### config.mk
export PLATFORM = sky130hd
export DESIGN_NAME = psr_top
export DESIGN_NICKNAME = d
export VERILOG_FILES = /design/src/psr_pkg.sv /design/src/psr_sync.sv /design/src/psr_rst_seq.sv /design/src/psr_top.sv
export VERILOG_INCLUDE_DIRS = /design/src
export SDC_FILE = /design/constraint.sdc
export NUM_CORES = 1
export LEC_CHECK = 0
export ABC_AREA = 1
export BUFFER_PORTS_ARGS = -buffer_cell sky130_fd_sc_hd__buf_4
export CAP_MARGIN = 5
export CORE_MARGIN = 1.5
export CORE_UTILIZATION = 45
export CTS_BUF_LIST = sky130_fd_sc_hd__clkbuf_8
export CTS_CLUSTER_SIZE = 16
export DETAILED_ROUTE_END_ITERATION = 16
export GPL_TIMING_DRIVEN = 0
export HOLD_SLACK_MARGIN = 0.03
export PLACE_DENSITY = 0.8
export SLEW_MARGIN = 10
export SYNTH_ARGS = -nofsm -noshare
export SYNTH_HDL_FRONTEND = slang
export SYNTH_HIERARCHICAL = 1
export SYNTH_SLANG_ARGS = --single-unit
### constraint.sdc
create_clock -name ref_clk -period 2.1 [get_ports ref_clk]
set_input_delay 0.42 -clock ref_clk [delete_from_list [all_inputs] [get_ports ref_clk]]
set_output_delay 0.42 -clock ref_clk [all_outputs]
set_load 0.01 [all_outputs]
### src/psr_regs.svh
`ifndef PSR_REGS_SVH
`define PSR_REGS_SVH

`define PSR_CTRL_OFS      4'h0
`define PSR_STAT_OFS      4'h4
`define PSR_MASK_OFS      4'h8
`define PSR_STATE_OFS     4'hC

`define PSR_CTRL_W        6
`define PSR_CTRL_RST      6'h00
`define PSR_C_DET_EN      0
`define PSR_C_DET_FALL    1
`define PSR_C_DET_RISE    2
`define PSR_C_REG_LP      3
`define PSR_C_MODE_LO     4
`define PSR_C_MODE_HI     5

`define PSR_STAT_W        5
`define PSR_STAT_RST      5'h00
`define PSR_MASK_RST      5'h00
`define PSR_S_DET_FALL    0
`define PSR_S_DET_RISE    1
`define PSR_S_STOP_WK     2
`define PSR_S_SLEEP_WK    3
`define PSR_S_STBY        4

`define PSR_CLK_NS        10
`define PSR_RST_HOLD_NS   20000
`define PSR_RST_HOLD_CYC  ((`PSR_RST_HOLD_NS + `PSR_CLK_NS - 1) / `PSR_CLK_NS)
`define PSR_RST_CW        12
`define PSR_MIN_SUPPLY_MV 2000
`endif

### src/psr_pkg.sv
package psr_pkg;
    typedef enum logic [2:0] {
        PSR_RESET = 3'b000,
        PSR_RUN   = 3'b001,
        PSR_SLEEP = 3'b010,
        PSR_STOP  = 3'b011,
        PSR_STBY  = 3'b100
    } psr_state_t;

    typedef enum logic [1:0] {
        PSR_LP_SLEEP = 2'b00,
        PSR_LP_STOP  = 2'b01,
        PSR_LP_STBY  = 2'b10
    } psr_lp_t;
endpackage

### src/psr_sync.sv
`timescale 1ns/1ps
module psr_sync import psr_pkg::*; #(
    parameter int W = 1
) (
    // Clock and reset
    input  wire logic         ref_clk,
    input  wire logic         rstn,
    // Levels
    input  wire logic [W-1:0] async_in,
    output logic      [W-1:0] sync_out
);
    logic [W-1:0] meta_q;
    logic [W-1:0] sync_q;

    always_ff @(posedge ref_clk or negedge rstn) begin
        if (!rstn) begin
            meta_q <= '0;
            sync_q <= '0;
        end else begin
            meta_q <= async_in;
            sync_q <= meta_q;
        end
    end

    assign sync_out = sync_q;
endmodule

### src/psr_rst_seq.sv
`timescale 1ns/1ps
`include "psr_regs.svh"
module psr_rst_seq import psr_pkg::*; (
    // Clock and reset
    input  wire logic ref_clk,
    input  wire logic rstn,
    // Sequence
    input  wire logic hold,
    output logic      done
);
    localparam logic [`PSR_RST_CW-1:0] HOLD_CYC =
        `PSR_RST_CW'(`PSR_RST_HOLD_CYC);

    logic [`PSR_RST_CW-1:0] cnt_q;
    logic [`PSR_RST_CW-1:0] cnt_d;

    always_comb begin
        cnt_d = cnt_q;
        if (hold) begin
            cnt_d = '0;
        end else if (cnt_q != HOLD_CYC) begin
            cnt_d = cnt_q + `PSR_RST_CW'(1);
        end
    end

    always_ff @(posedge ref_clk or negedge rstn) begin
        if (!rstn) begin
            cnt_q <= '0;
        end else begin
            cnt_q <= cnt_d;
        end
    end

    assign done = !hold && (cnt_q == HOLD_CYC);
endmodule

### src/psr_top.sv
// Our own choices: the register addresses and the Avalon-MM register port.
`timescale 1ns/1ps
`include "psr_regs.svh"
module psr_top import psr_pkg::*; (
    // Clock and reset
    input  wire logic        ref_clk,
    input  wire logic        rstn,
    // Avalon-MM slave
    input  wire logic [3:0]  avs_address,
    input  wire logic        avs_read,
    input  wire logic        avs_write,
    input  wire logic [31:0] avs_writedata,
    output logic      [31:0] avs_readdata,
    output logic             avs_waitrequest,
    // Supply comparators and option
    input  wire logic        main_supply_ok,
    input  wire logic        analog_supply_ok,
    input  wire logic        analog_sup_off,
    input  wire logic        detector_above,
    // Pins
    input  wire logic        external_reset_pin_n,
    input  wire logic        wakeup_pin,
    input  wire logic [15:0] ext_lines,
    // On-chip sources
    input  wire logic        independent_watchdog_rst,
    input  wire logic        rtc_event,
    input  wire logic        first_two_wire_port_evt,
    input  wire logic        first_serial_port_evt,
    input  wire logic        periph_event,
    input  wire logic        cpu_lp_req,
    // Power and clock controls
    output logic             core_rst_n,
    output logic             cpu_clk_en,
    output logic             core_clk_en,
    output logic             pll_en,
    output logic             internal_rc_oscillator_en,
    output logic             external_crystal_oscillator_en,
    output logic             regulator_on,
    output logic             regulator_lowpwr,
    output logic             retain_en,
    output logic             irq
);
    function automatic logic sel(input logic [3:0] a, input logic [3:0] o);
        sel = (a[3:2] == o[3:2]);
    endfunction

    // Pin synchronisers
    logic [20:0] pins_s;
    logic [15:0] ext_s;
    logic        wake_s;
    logic        xrst_n_s;
    logic        det_s;
    logic        ana_ok_s;
    logic        main_ok_s;

    psr_sync #(.W(21)) u_sync (
        .ref_clk  (ref_clk),
        .rstn     (rstn),
        .async_in ({ext_lines, wakeup_pin, external_reset_pin_n,
                    detector_above, analog_supply_ok, main_supply_ok}),
        .sync_out (pins_s)
    );
    assign {ext_s, wake_s, xrst_n_s, det_s, ana_ok_s, main_ok_s} = pins_s;

    // State
    psr_state_t              state_q;
    psr_state_t              state_d;
    logic [`PSR_CTRL_W-1:0]  ctrl_q;
    logic [`PSR_CTRL_W-1:0]  ctrl_d;
    logic [`PSR_STAT_W-1:0]  stat_q;
    logic [`PSR_STAT_W-1:0]  stat_d;
    logic [`PSR_STAT_W-1:0]  mask_q;
    logic [`PSR_STAT_W-1:0]  mask_d;
    logic                    reg_lp_q;
    logic                    reg_lp_d;
    logic                    det_prev_q;
    logic                    wake_prev_q;
    logic [15:0]             ext_prev_q;
    logic                    ack_q;
    logic                    ack_d;
    logic [31:0]             rdata_q;
    logic [31:0]             rdata_d;

    // Supply monitors
    logic por_hold;
    logic pdr_hold;
    logic sup_hold;
    logic rst_src;
    logic seq_done;

    assign por_hold = !main_ok_s;
    assign pdr_hold = !main_ok_s || (!ana_ok_s && !analog_sup_off);
    // Evaluated in every state, standby included
    assign sup_hold = por_hold || pdr_hold;
    assign rst_src  = sup_hold || !xrst_n_s || independent_watchdog_rst;

    psr_rst_seq u_seq (
        .ref_clk (ref_clk),
        .rstn    (rstn),
        .hold    (rst_src || (state_q != PSR_RESET)),
        .done    (seq_done)
    );

    // Events
    logic det_fall;
    logic det_rise;
    logic det_evt;
    logic wake_rise;
    logic stop_wake;
    logic sleep_wake;
    logic stby_wake;

    assign det_fall  = ctrl_q[`PSR_C_DET_EN] && det_prev_q && !det_s;
    assign det_rise  = ctrl_q[`PSR_C_DET_EN] && !det_prev_q && det_s;
    assign det_evt   = det_fall || det_rise;
    assign wake_rise = wake_s && !wake_prev_q;
    assign stop_wake = |(ext_s & ~ext_prev_q) || det_evt || rtc_event
                       || first_two_wire_port_evt
                       || first_serial_port_evt;
    assign sleep_wake = periph_event || stop_wake;
    assign stby_wake  = rst_src || wake_rise || rtc_event;

    // Power state machine
    always_comb begin
        state_d  = state_q;
        reg_lp_d = reg_lp_q;
        unique case (state_q)
            PSR_RESET: begin
                if (seq_done) begin
                    state_d = PSR_RUN;
                end
            end
            PSR_RUN: begin
                if (cpu_lp_req) begin
                    case (psr_lp_t'(ctrl_q[`PSR_C_MODE_HI:`PSR_C_MODE_LO]))
                        PSR_LP_STOP: begin
                            state_d  = PSR_STOP;
                            reg_lp_d = ctrl_q[`PSR_C_REG_LP];
                        end
                        PSR_LP_STBY: begin
                            state_d = PSR_STBY;
                        end
                        default: begin
                            state_d = PSR_SLEEP;
                        end
                    endcase
                end
            end
            PSR_SLEEP: begin
                if (sleep_wake) begin
                    state_d = PSR_RUN;
                end
            end
            PSR_STOP: begin
                if (stop_wake) begin
                    state_d = PSR_RUN;
                end
            end
            PSR_STBY: begin
                if (stby_wake) begin
                    state_d = PSR_RESET;
                end
            end
            default: begin
                state_d = PSR_RESET;
            end
        endcase
        if (rst_src) begin
            state_d = PSR_RESET;
        end
    end

    // Avalon slave, one wait state per access
    logic req;
    logic wr_fire;

    assign req     = avs_read || avs_write;
    assign wr_fire = avs_write && ack_q;

    always_comb begin
        ack_d   = req && !ack_q;
        rdata_d = rdata_q;
        if (avs_read && !ack_q) begin
            rdata_d = 32'h0000_0000;
            if (sel(avs_address, `PSR_CTRL_OFS)) begin
                rdata_d = {26'h0, ctrl_q};
            end else if (sel(avs_address, `PSR_STAT_OFS)) begin
                rdata_d = {27'h0, stat_q};
            end else if (sel(avs_address, `PSR_MASK_OFS)) begin
                rdata_d = {27'h0, mask_q};
            end else begin
                rdata_d = {27'h0, analog_sup_off, det_s, state_q};
            end
        end
    end

    // Registers, lost outside the standby circuitry
    logic [`PSR_STAT_W-1:0] set_v;
    logic [`PSR_STAT_W-1:0] clr_v;

    always_comb begin
        set_v = '0;
        set_v[`PSR_S_DET_FALL] = det_fall && ctrl_q[`PSR_C_DET_FALL];
        set_v[`PSR_S_DET_RISE] = det_rise && ctrl_q[`PSR_C_DET_RISE];
        set_v[`PSR_S_STOP_WK]  = (state_q == PSR_STOP) && stop_wake;
        set_v[`PSR_S_SLEEP_WK] = (state_q == PSR_SLEEP) && sleep_wake;
        set_v[`PSR_S_STBY]     = (state_q == PSR_STBY) && stby_wake
                                 && !sup_hold;
        clr_v = '0;
        if (wr_fire && sel(avs_address, `PSR_STAT_OFS)) begin
            clr_v = avs_writedata[`PSR_STAT_W-1:0];
        end
        // Set wins over a same-cycle clear
        stat_d = (stat_q & ~clr_v) | set_v;
        ctrl_d = ctrl_q;
        mask_d = mask_q;
        if (wr_fire && sel(avs_address, `PSR_CTRL_OFS)) begin
            ctrl_d = avs_writedata[`PSR_CTRL_W-1:0];
        end
        if (wr_fire && sel(avs_address, `PSR_MASK_OFS)) begin
            mask_d = avs_writedata[`PSR_STAT_W-1:0];
        end
        if (state_q == PSR_RESET || state_q == PSR_STBY) begin
            // Core domain unpowered or in reset
            ctrl_d = `PSR_CTRL_RST;
            mask_d = `PSR_MASK_RST;
            stat_d = (stat_q & (`PSR_STAT_W'(1) << `PSR_S_STBY)) | set_v;
        end
        if (sup_hold) begin
            stat_d[`PSR_S_STBY] = 1'b0;
        end
    end

    always_ff @(posedge ref_clk or negedge rstn) begin
        if (!rstn) begin
            state_q     <= PSR_RESET;
            ctrl_q      <= `PSR_CTRL_RST;
            stat_q      <= `PSR_STAT_RST;
            mask_q      <= `PSR_MASK_RST;
            reg_lp_q    <= 1'b0;
            det_prev_q  <= 1'b0;
            wake_prev_q <= 1'b0;
            ext_prev_q  <= 16'h0000;
            ack_q       <= 1'b0;
            rdata_q     <= 32'h0000_0000;
        end else begin
            state_q     <= state_d;
            ctrl_q      <= ctrl_d;
            stat_q      <= stat_d;
            mask_q      <= mask_d;
            reg_lp_q    <= reg_lp_d;
            det_prev_q  <= det_s;
            wake_prev_q <= wake_s;
            ext_prev_q  <= ext_s;
            ack_q       <= ack_d;
            rdata_q     <= rdata_d;
        end
    end

    // Outputs
    logic off_clk;

    assign off_clk = (state_q == PSR_STOP) || (state_q == PSR_STBY);
    assign avs_waitrequest  = req && !ack_q;
    assign avs_readdata     = rdata_q;
    assign core_rst_n       = (state_q == PSR_RUN) || (state_q == PSR_SLEEP)
                              || (state_q == PSR_STOP);
    assign cpu_clk_en       = (state_q == PSR_RUN);
    assign core_clk_en      = !off_clk;
    assign pll_en           = !off_clk;
    assign internal_rc_oscillator_en      = !off_clk;
    assign external_crystal_oscillator_en = !off_clk;
    assign regulator_on     = (state_q != PSR_STBY);
    assign regulator_lowpwr = (state_q == PSR_STOP) && reg_lp_q;
    assign retain_en        = (state_q == PSR_STOP);
    assign irq              = |(stat_q & mask_q);
endmodule

==> metrics.cfg, run 1 <==
[cts]
hold_buffers = 0
cts_buffers = 9
cts-root-buf = clkbuf_8
clk_pin_slew_worst_paths_ns = 0.09
clk_latency_ns = 0.37
cts_buffer_depth = 2
h-tree-depth = 3
cts_tree = built
cts_sinks = 99

[min_path]
hold_class = in -> async

[timing]
slew_violations = 0
worstMarginPinSlew_ns = 0.856
setup_violations = 0
hold_viol = 0
skew_ns = 0.00619
setup_ws_ns = 0.112
fin_tns_setup_ns = 0
min_period_over_period = 0.947
fmax_ghz = 0.503
rsz0062_at_grt = false
slew_headroom = 0.429
fin_crit_ns = 1.99

[cells_and_area]
syn_to_final_growth_pct = 21.8
fin_nets = 601
drive_gt1_frac = 0.259
antenna_cells = 0

[synthesis]
seq_area_frac_synth = 0.595
yosys_warnings = 6
syn_area_mm2 = 0.00417
ys_seq_elements = 99
ys_types = 32
syn_avg_cell_area_um2 = 9.58
netlist_instances = 435

[drt]
drc = 0
dr_total_vias = 3024
drt_first_pass_iters = 4
wire_per_inst_um = 12.2
vias_per_cell = 4.70
wirelength_um = 7840
antenna_left = 0
drtIter0Drc = 127

[global_route]
grt_pass1_wl_um = 13000
grt_overflow_total = 0
grt_max_degree = 100
grt_pass1_vias = 2846
grt_usage = 0.170
antenna_found_initial = 0

[floorplanning]
start_util = 0.471
die_area_mm2 = 0.00984
rows = 34
fp.coreArea_mm2 = 0.00885
die_height_um = 99.2
die_width_um = 99.2
io_pins = 111

[power]
p_leak_nw = 2.55
ir_worst_vdd_mv = 0.497
power.density_mw_per_mm2 = 722

[run_status]
run_status = complete, no violations

[placed_design]
post-dp-hpwl_um = 5770
dpl_worst_slack_ns = 0.312
portBuffers = 56
gp_congestion = 0.970

[worst_setup_path]
worstPathRequired_ns = 1.68
start_kind = register
critPathArrivalTime_ns = 1.57
cp-end-kind = output port
cp_max_fo = 7
path_class = reg -> out

[job]
cap_violations = 0

==> timing repair <==
action                                  4_1_cts  5_1_grt
pin swaps                                     0        0
endpoints found under the setup margin        4        3
setup buffers                                 3        1
gates resized for setup                       2        3
cloned                                        0        0
==> placed cells by master (no fill, tap or decap), types with 3 or more instances in the layout <==
master,netlist,layout
o21ai_0,22,22
mux2_2,4,4
nor2_2,2,4
inv_2,6,5
a21oi_1,10,10
buf_4,30,89
inv_1,64,64
nor3_1,5,5
nor2_4,8,8
clkbuf_8,0,10
nand3_1,21,21
conb_1,1,26
nand4_1,6,6
nand2_1,88,88
dfrtp_1,99,97
o221ai_1,3,3
o22ai_1,4,4
nor2_1,43,41
==> path summary, 6_finish.rpt <==
kind | slack, ns | startpoint | depth (start not counted) | to
hold / removal | 0.11 | rstn | 1 | u_seq/cnt_q[7]$_DFFE_PN0P_
min in group ref_clk | 0.15 | ext_lines[9] | 1 | u_sync/meta_q[14]$_DFF_PN0_
setup / recovery | 0.11 | state_q[0]$_DFFE_PN0P_ | 6 | pll_en
max in group asynchronous | 1.37 | rstn | 1 | state_q[1]$_DFFE_PN0P_
hold reg to reg | 0.35 | u_sync/meta_q[8]$_DFF_PN0_ | 0 | u_sync/sync_out[8]$_DFF_PN0_
setup reg to reg | 0.31 | u_seq/cnt_q[0]$_DFFE_PN0P_ | 12 | state_q[0]$_DFFE_PN0P_
==> metal layers <==
layer,share of wire,GRT usage,wire length (µm)
met2,0.51,0.280,3980
met3,0.057,0.0548,448
met1,0.41,0.206,3210
met4,0.025,0.0769,199
met5,0,0,0
==> worst max-delay path, stage by stage (launching register included) <==
cell and delay [ns]:
dfrtp_1 0.45, inv_4 0.13, nand2_4 0.13, nor2_4 0.15
nor2_2 0.08, buf_4 0.13, buf_4 0.13
==> Yosys cell counts, drive strengths merged <==
library cell	instances	area [µm²]
mux2	4	45.0
buf	31	236
nand3b	1	11.3
o221ai	3	26.3
a211oi	1	7.51
nand2	91	354
nor3	6	41.3
ha	2	25.0
a221oi	1	8.76
nor2	53	264
dfrtp	99	2480
conb	1	3.75
nand4	6	37.5
o22ai	4	25.0
o211ai	1	7.51
nand3	22	115
o21ai	26	145
inv	70	263
a41oi	1	8.76
a31oi	2	12.5
a21oi	10	50.1
==> registers in the layout, summed over array words and instances, names as in the netlist, 3 cells and up <==
register,count
ext_prev_q,16
u_seq/cnt_q,12
mask_q,5
state_q,3
stat_q,5
u_sync/sync_out,21
u_sync/meta_q,21
avs_readdata,6
ctrl_q,6
==> cells by family after synthesis <==
family	synth area share
other	0.000900
muxes	0.0108
and+or+nand+nor	0.198
AOI/OAI and AO/OA	0.0700
DFF	0.595
buffers and inverters	0.120
adders and majority gates	0.00601
==> power by group <==
group / total (W) / internal [W] / switching (W)
Sequential: 0.00203 / 0.00199 / 0.0000399
Combinational: 0.000335 / 0.000153 / 0.000182
Clock: 0.00130 / 0.000610 / 0.000691
Total: 0.00367 / 0.00275 / 0.000913
==> through the flow <==
stage | utilization | total power (W) | hold slack [ns] | cells | area [µm²]
global route | 0.574 | 0.00384 | 0.108 | 644 | 5070
floorplan | - | 0.00224 | 0.124 | 460 | 4260
detailed placement | 0.544 | 0.00240 | 0.335 | 624 | 4810
CTS | 0.571 | 0.00370 | 0.133 | 643 | 5060
global placement | 0.544 | 0.00239 | 0.332 | 624 | 4810
finish | 0.574 | 0.00367 | 0.113 | 644 | 5070
==> final cells by class <==
class | instances | area, µm²
clock buffer | 10 | 138
timing repair buffer | 60 | 454
sequential | 99 | 2480
buffer | 31 | 236
tap | 108 | 135
fill | 790 | 3770
clock inverter | 6 | 78.8
inverter | 70 | 265
multi-input combinational | 260 | 1290
Power figures use the tool's default switching activity.
==> inputs of run 2 (changes only) <==
Settings changed: ABC_AREA 1 to default.
==> run 2 against run 1 <==
Flip-flop and latch count is the same. Synthesized cell count is 25% lower. Largest power group unchanged. Synthesized area decreased by 4.6%. Combinational power down 28%. Power is 5.6% lower.
==> metrics.cfg, run 2 <==
[run_status]
run_status = complete, no violations

[timing]
min_period_over_period = 0.974  ; +0.0278
fmax_ghz = 0.489  ; -2.9%
skew_ns = 0.0118  ; +0.00562 ns
rsz0062_at_grt = true
slew_headroom = 0.429  ; about the same
fin_crit_ns = 2.05  ; +0.0584 ns
worstMarginPinSlew_ns = 0.856  ; -0.000273 ns
setup_violations = 0  ; unchanged
slew_violations = 0  ; unchanged
hold_viol = 0  ; unchanged
fin_tns_setup_ns = 0  ; unchanged

[synthesis]
netlist.area_leader.share = 0.624  ; +0.0288
ys_seq_elements = 99  ; unchanged
synth_top_cells_by_area = dfrtp_1, buf_4, mux2i_1
yosys_warnings = 6  ; unchanged
ys_types = 49  ; +53%
seq_area_frac_synth = 0.624  ; +0.0288
netlist_instances = 327  ; -25%
synth-edff-count = 0  ; unchanged
syn_area_mm2 = 0.00397  ; -4.6%
synth.most_common_cell = dfrtp_1
synthTopCellsByCount = dfrtp_1, buf_4, nand2_1
syn_avg_cell_area_um2 = 12.1  ; +27%
synthArstFlopShare = 1.00  ; unchanged
synth_ff_type = dfrtp_1
yosysTopAreaCell = dfrtp_1

[worst_setup_path]
path_class = reg -> reg
critPathSlowestCell = or4b_4
start_kind = register
reg2reg_to = state_q[0]$_DFFE_PN0P_
cp_slowest_stage_delay_ns = 0.56  ; +0.11 ns
r2r_slack_ns = 0.05  ; -0.26 ns
critPathArrivalTime_ns = 2.33  ; +0.76 ns
r2r-start = u_seq/cnt_q[5]$_DFFE_PN0P_
ff2ff_path_depth = 7  ; -5
critPathLaunch = u_seq/cnt_q[5]$_DFFE_PN0P_
cp-end-kind = register
cp_max_fo = 3  ; -4
cp_cell_sequence = or4b_4 > nor4_4 > nor2b_2 > nor2_1 > a31oi_1 > o21ai_1 > a41oi_1
worstPathRequired_ns = 2.38  ; +0.70 ns

[power]
seqPwrFrac = 0.577  ; +0.023
clkPwrFrac = 0.353  ; -0.002
p_sw_w = 0.000874  ; -4.3%
p_comb_frac = 0.070  ; -0.021
power.density_mw_per_mm2 = 706  ; -2.2%
p_int_w = 0.00259  ; -6.0%
sw_frac_of_total = 0.253  ; +0.00339
ir_worst_vdd_mv = 0.476  ; -4.3%
p_leak_nw = 2.33  ; -8.4%

[drt]
drtIter0Drc = 116  ; -8.7%
wire_per_inst_um = 13.7  ; +13%
drt_first_pass_iters = 4  ; unchanged
vias_per_cell = 4.93  ; +5.1%
dr_total_vias = 2644  ; -13%
wirelength_um = 7350  ; -6.3%
antenna_left = 0  ; unchanged
drc = 0  ; unchanged

[floorplanning]
die_area_mm2 = 0.00940  ; -4.5%
die_width_um = 97.0  ; -2.3%
die_height_um = 97.0  ; -2.3%
start_util = 0.460  ; -0.0107
rows = 34  ; unchanged
io_pins = 111  ; unchanged
fp.coreArea_mm2 = 0.00864  ; -2.4%

[cells_and_area]
fill_cells = 724  ; -8.4%
layout_commonest_cell = dfrtp_1
stdcell_area_mm2 = 0.00490  ; -3.5%
syn_to_final_growth_pct = 23.3
drive_gt1_frac = 0.318  ; +0.0584
antenna_cells = 0  ; unchanged
fin_nets = 493  ; -18%
mostFrequentLayoutCells = dfrtp_1, buf_4, nand2_1

[placed_design]
post-dp-hpwl_um = 5090  ; -12%
gp_congestion = 0.801  ; -17%
place_area_mm2 = 0.00461  ; -4.3%
portBuffers = 54  ; -3.6%

[min_path]
hold_class = in -> async

[cts]
clk_pin_slew_worst_paths_ns = 0.10  ; about the same
cts_buffer_depth = 2  ; unchanged
cts-root-buf = clkbuf_8
cts_buffers = 9  ; unchanged
cts_sinks = 99  ; unchanged
cts_tree = built
h-tree-depth = 3  ; unchanged
hold_buffers = 0  ; unchanged
clk_latency_ns = 0.38  ; about the same

[global_route]
grt_overflow_total = 0  ; unchanged
grt_pass1_wl_um = 12000  ; -7.8%
grt_usage = 0.163  ; -0.00711
antenna_found_initial = 0  ; unchanged
grt_pass1_vias = 2501  ; -12%
grt_max_degree = 100  ; unchanged

[job]
cap_violations = 0  ; unchanged

-- run 2: per-layer routing --
layer,track usage,vias to the layer above,wire [µm]
met2,0.251,102,3460
li1,-,1260,-
met3,0.0527,11,586
met4,0.0669,0,89
met5,0,-,0
met1,0.215,1271,3210
-- run 2: power by group through the flow --
stage | clock [W] | combinational, W | sequential, W
after floorplan | 0 | 0.000121 | 0.00203
after global placement | 0 | 0.000236 | 0.00203
after detailed placement | 0 | 0.000241 | 0.00204
after CTS | 0.00126 | 0.000242 | 0.00200
after global routing | 0.00133 | 0.000271 | 0.00201
final | 0.00122 | 0.000242 | 0.00200
-- run 2: what timing repair did --
item | CTS | global route
endpoints found under the setup margin | 19 | 6
setup buffers | 0 | 6
pin swaps | 0 | 3
gates resized for setup | 8 | 10
-- run 2: cells by family after synthesis --
group | synth area share
AOI/OAI and AO/OA | 0.0690
xor gates and xnor gates | 0.00441
adders and majority gates | 0.00630
buffers and inverters | 0.0816
DFF | 0.624
muxes | 0.0690
other | 0.000944
and+or+nand+nor | 0.145
-- run 2: how the worst max path moves through the flow --
stage                                          end  slack (ns)  cells past startpoint
floorplan                   state_q[0]$_DFFE_PN0P_        0.09                      9
global placement            state_q[0]$_DFFE_PN0P_       -0.56                      9
detailed placement          state_q[0]$_DFFE_PN0P_       -0.60                      9
CTS                 external_crystal_oscillator_en       -0.07                      5
global route                state_q[0]$_DFFE_PN0P_       -0.03                      7
finish                      state_q[0]$_DFFE_PN0P_        0.05                      7
-- run 2: layout make-up --
type                    count  area, µm²  area share
plain buffers              35        253      0.0516
clock buffers              10        138      0.0281
clock inverters             6       65.1      0.0133
inverters                  21       78.8      0.0161
multi-input cells         197       1290       0.264
flip-flops and latches     99       2480       0.506
well taps                 108        135      0.0276
repair buffers             60        454      0.0927
-- run 2: stage by stage --
step / instances / worst slack, ns / utilization / total power [W] / hold slack, ns
2_1_floorplan: 352 / 0.0864 / - / 0.00215 / 0.124
3_3_place_gp: 514 / -0.555 / 0.533 / 0.00227 / 0.332
3_5_place_dp: 514 / -0.596 / 0.533 / 0.00228 / 0.335
4_1_cts: 530 / -0.0696 / 0.560 / 0.00350 / 0.129
5_1_grt: 536 / -0.0255 / 0.567 / 0.00360 / 0.119
6_report: 536 / 0.0539 / 0.567 / 0.00346 / 0.103
-- run 2: critical path: cells and delay by family, from the launching register on --
| kind | cells | cell delay [ns] |
|---|---|---|
| AOI/OAI and AO/OA | 3 | 0.40 |
| DFF | 1 | 0.42 |
| and+or+nand+nor | 4 | 1.14 |
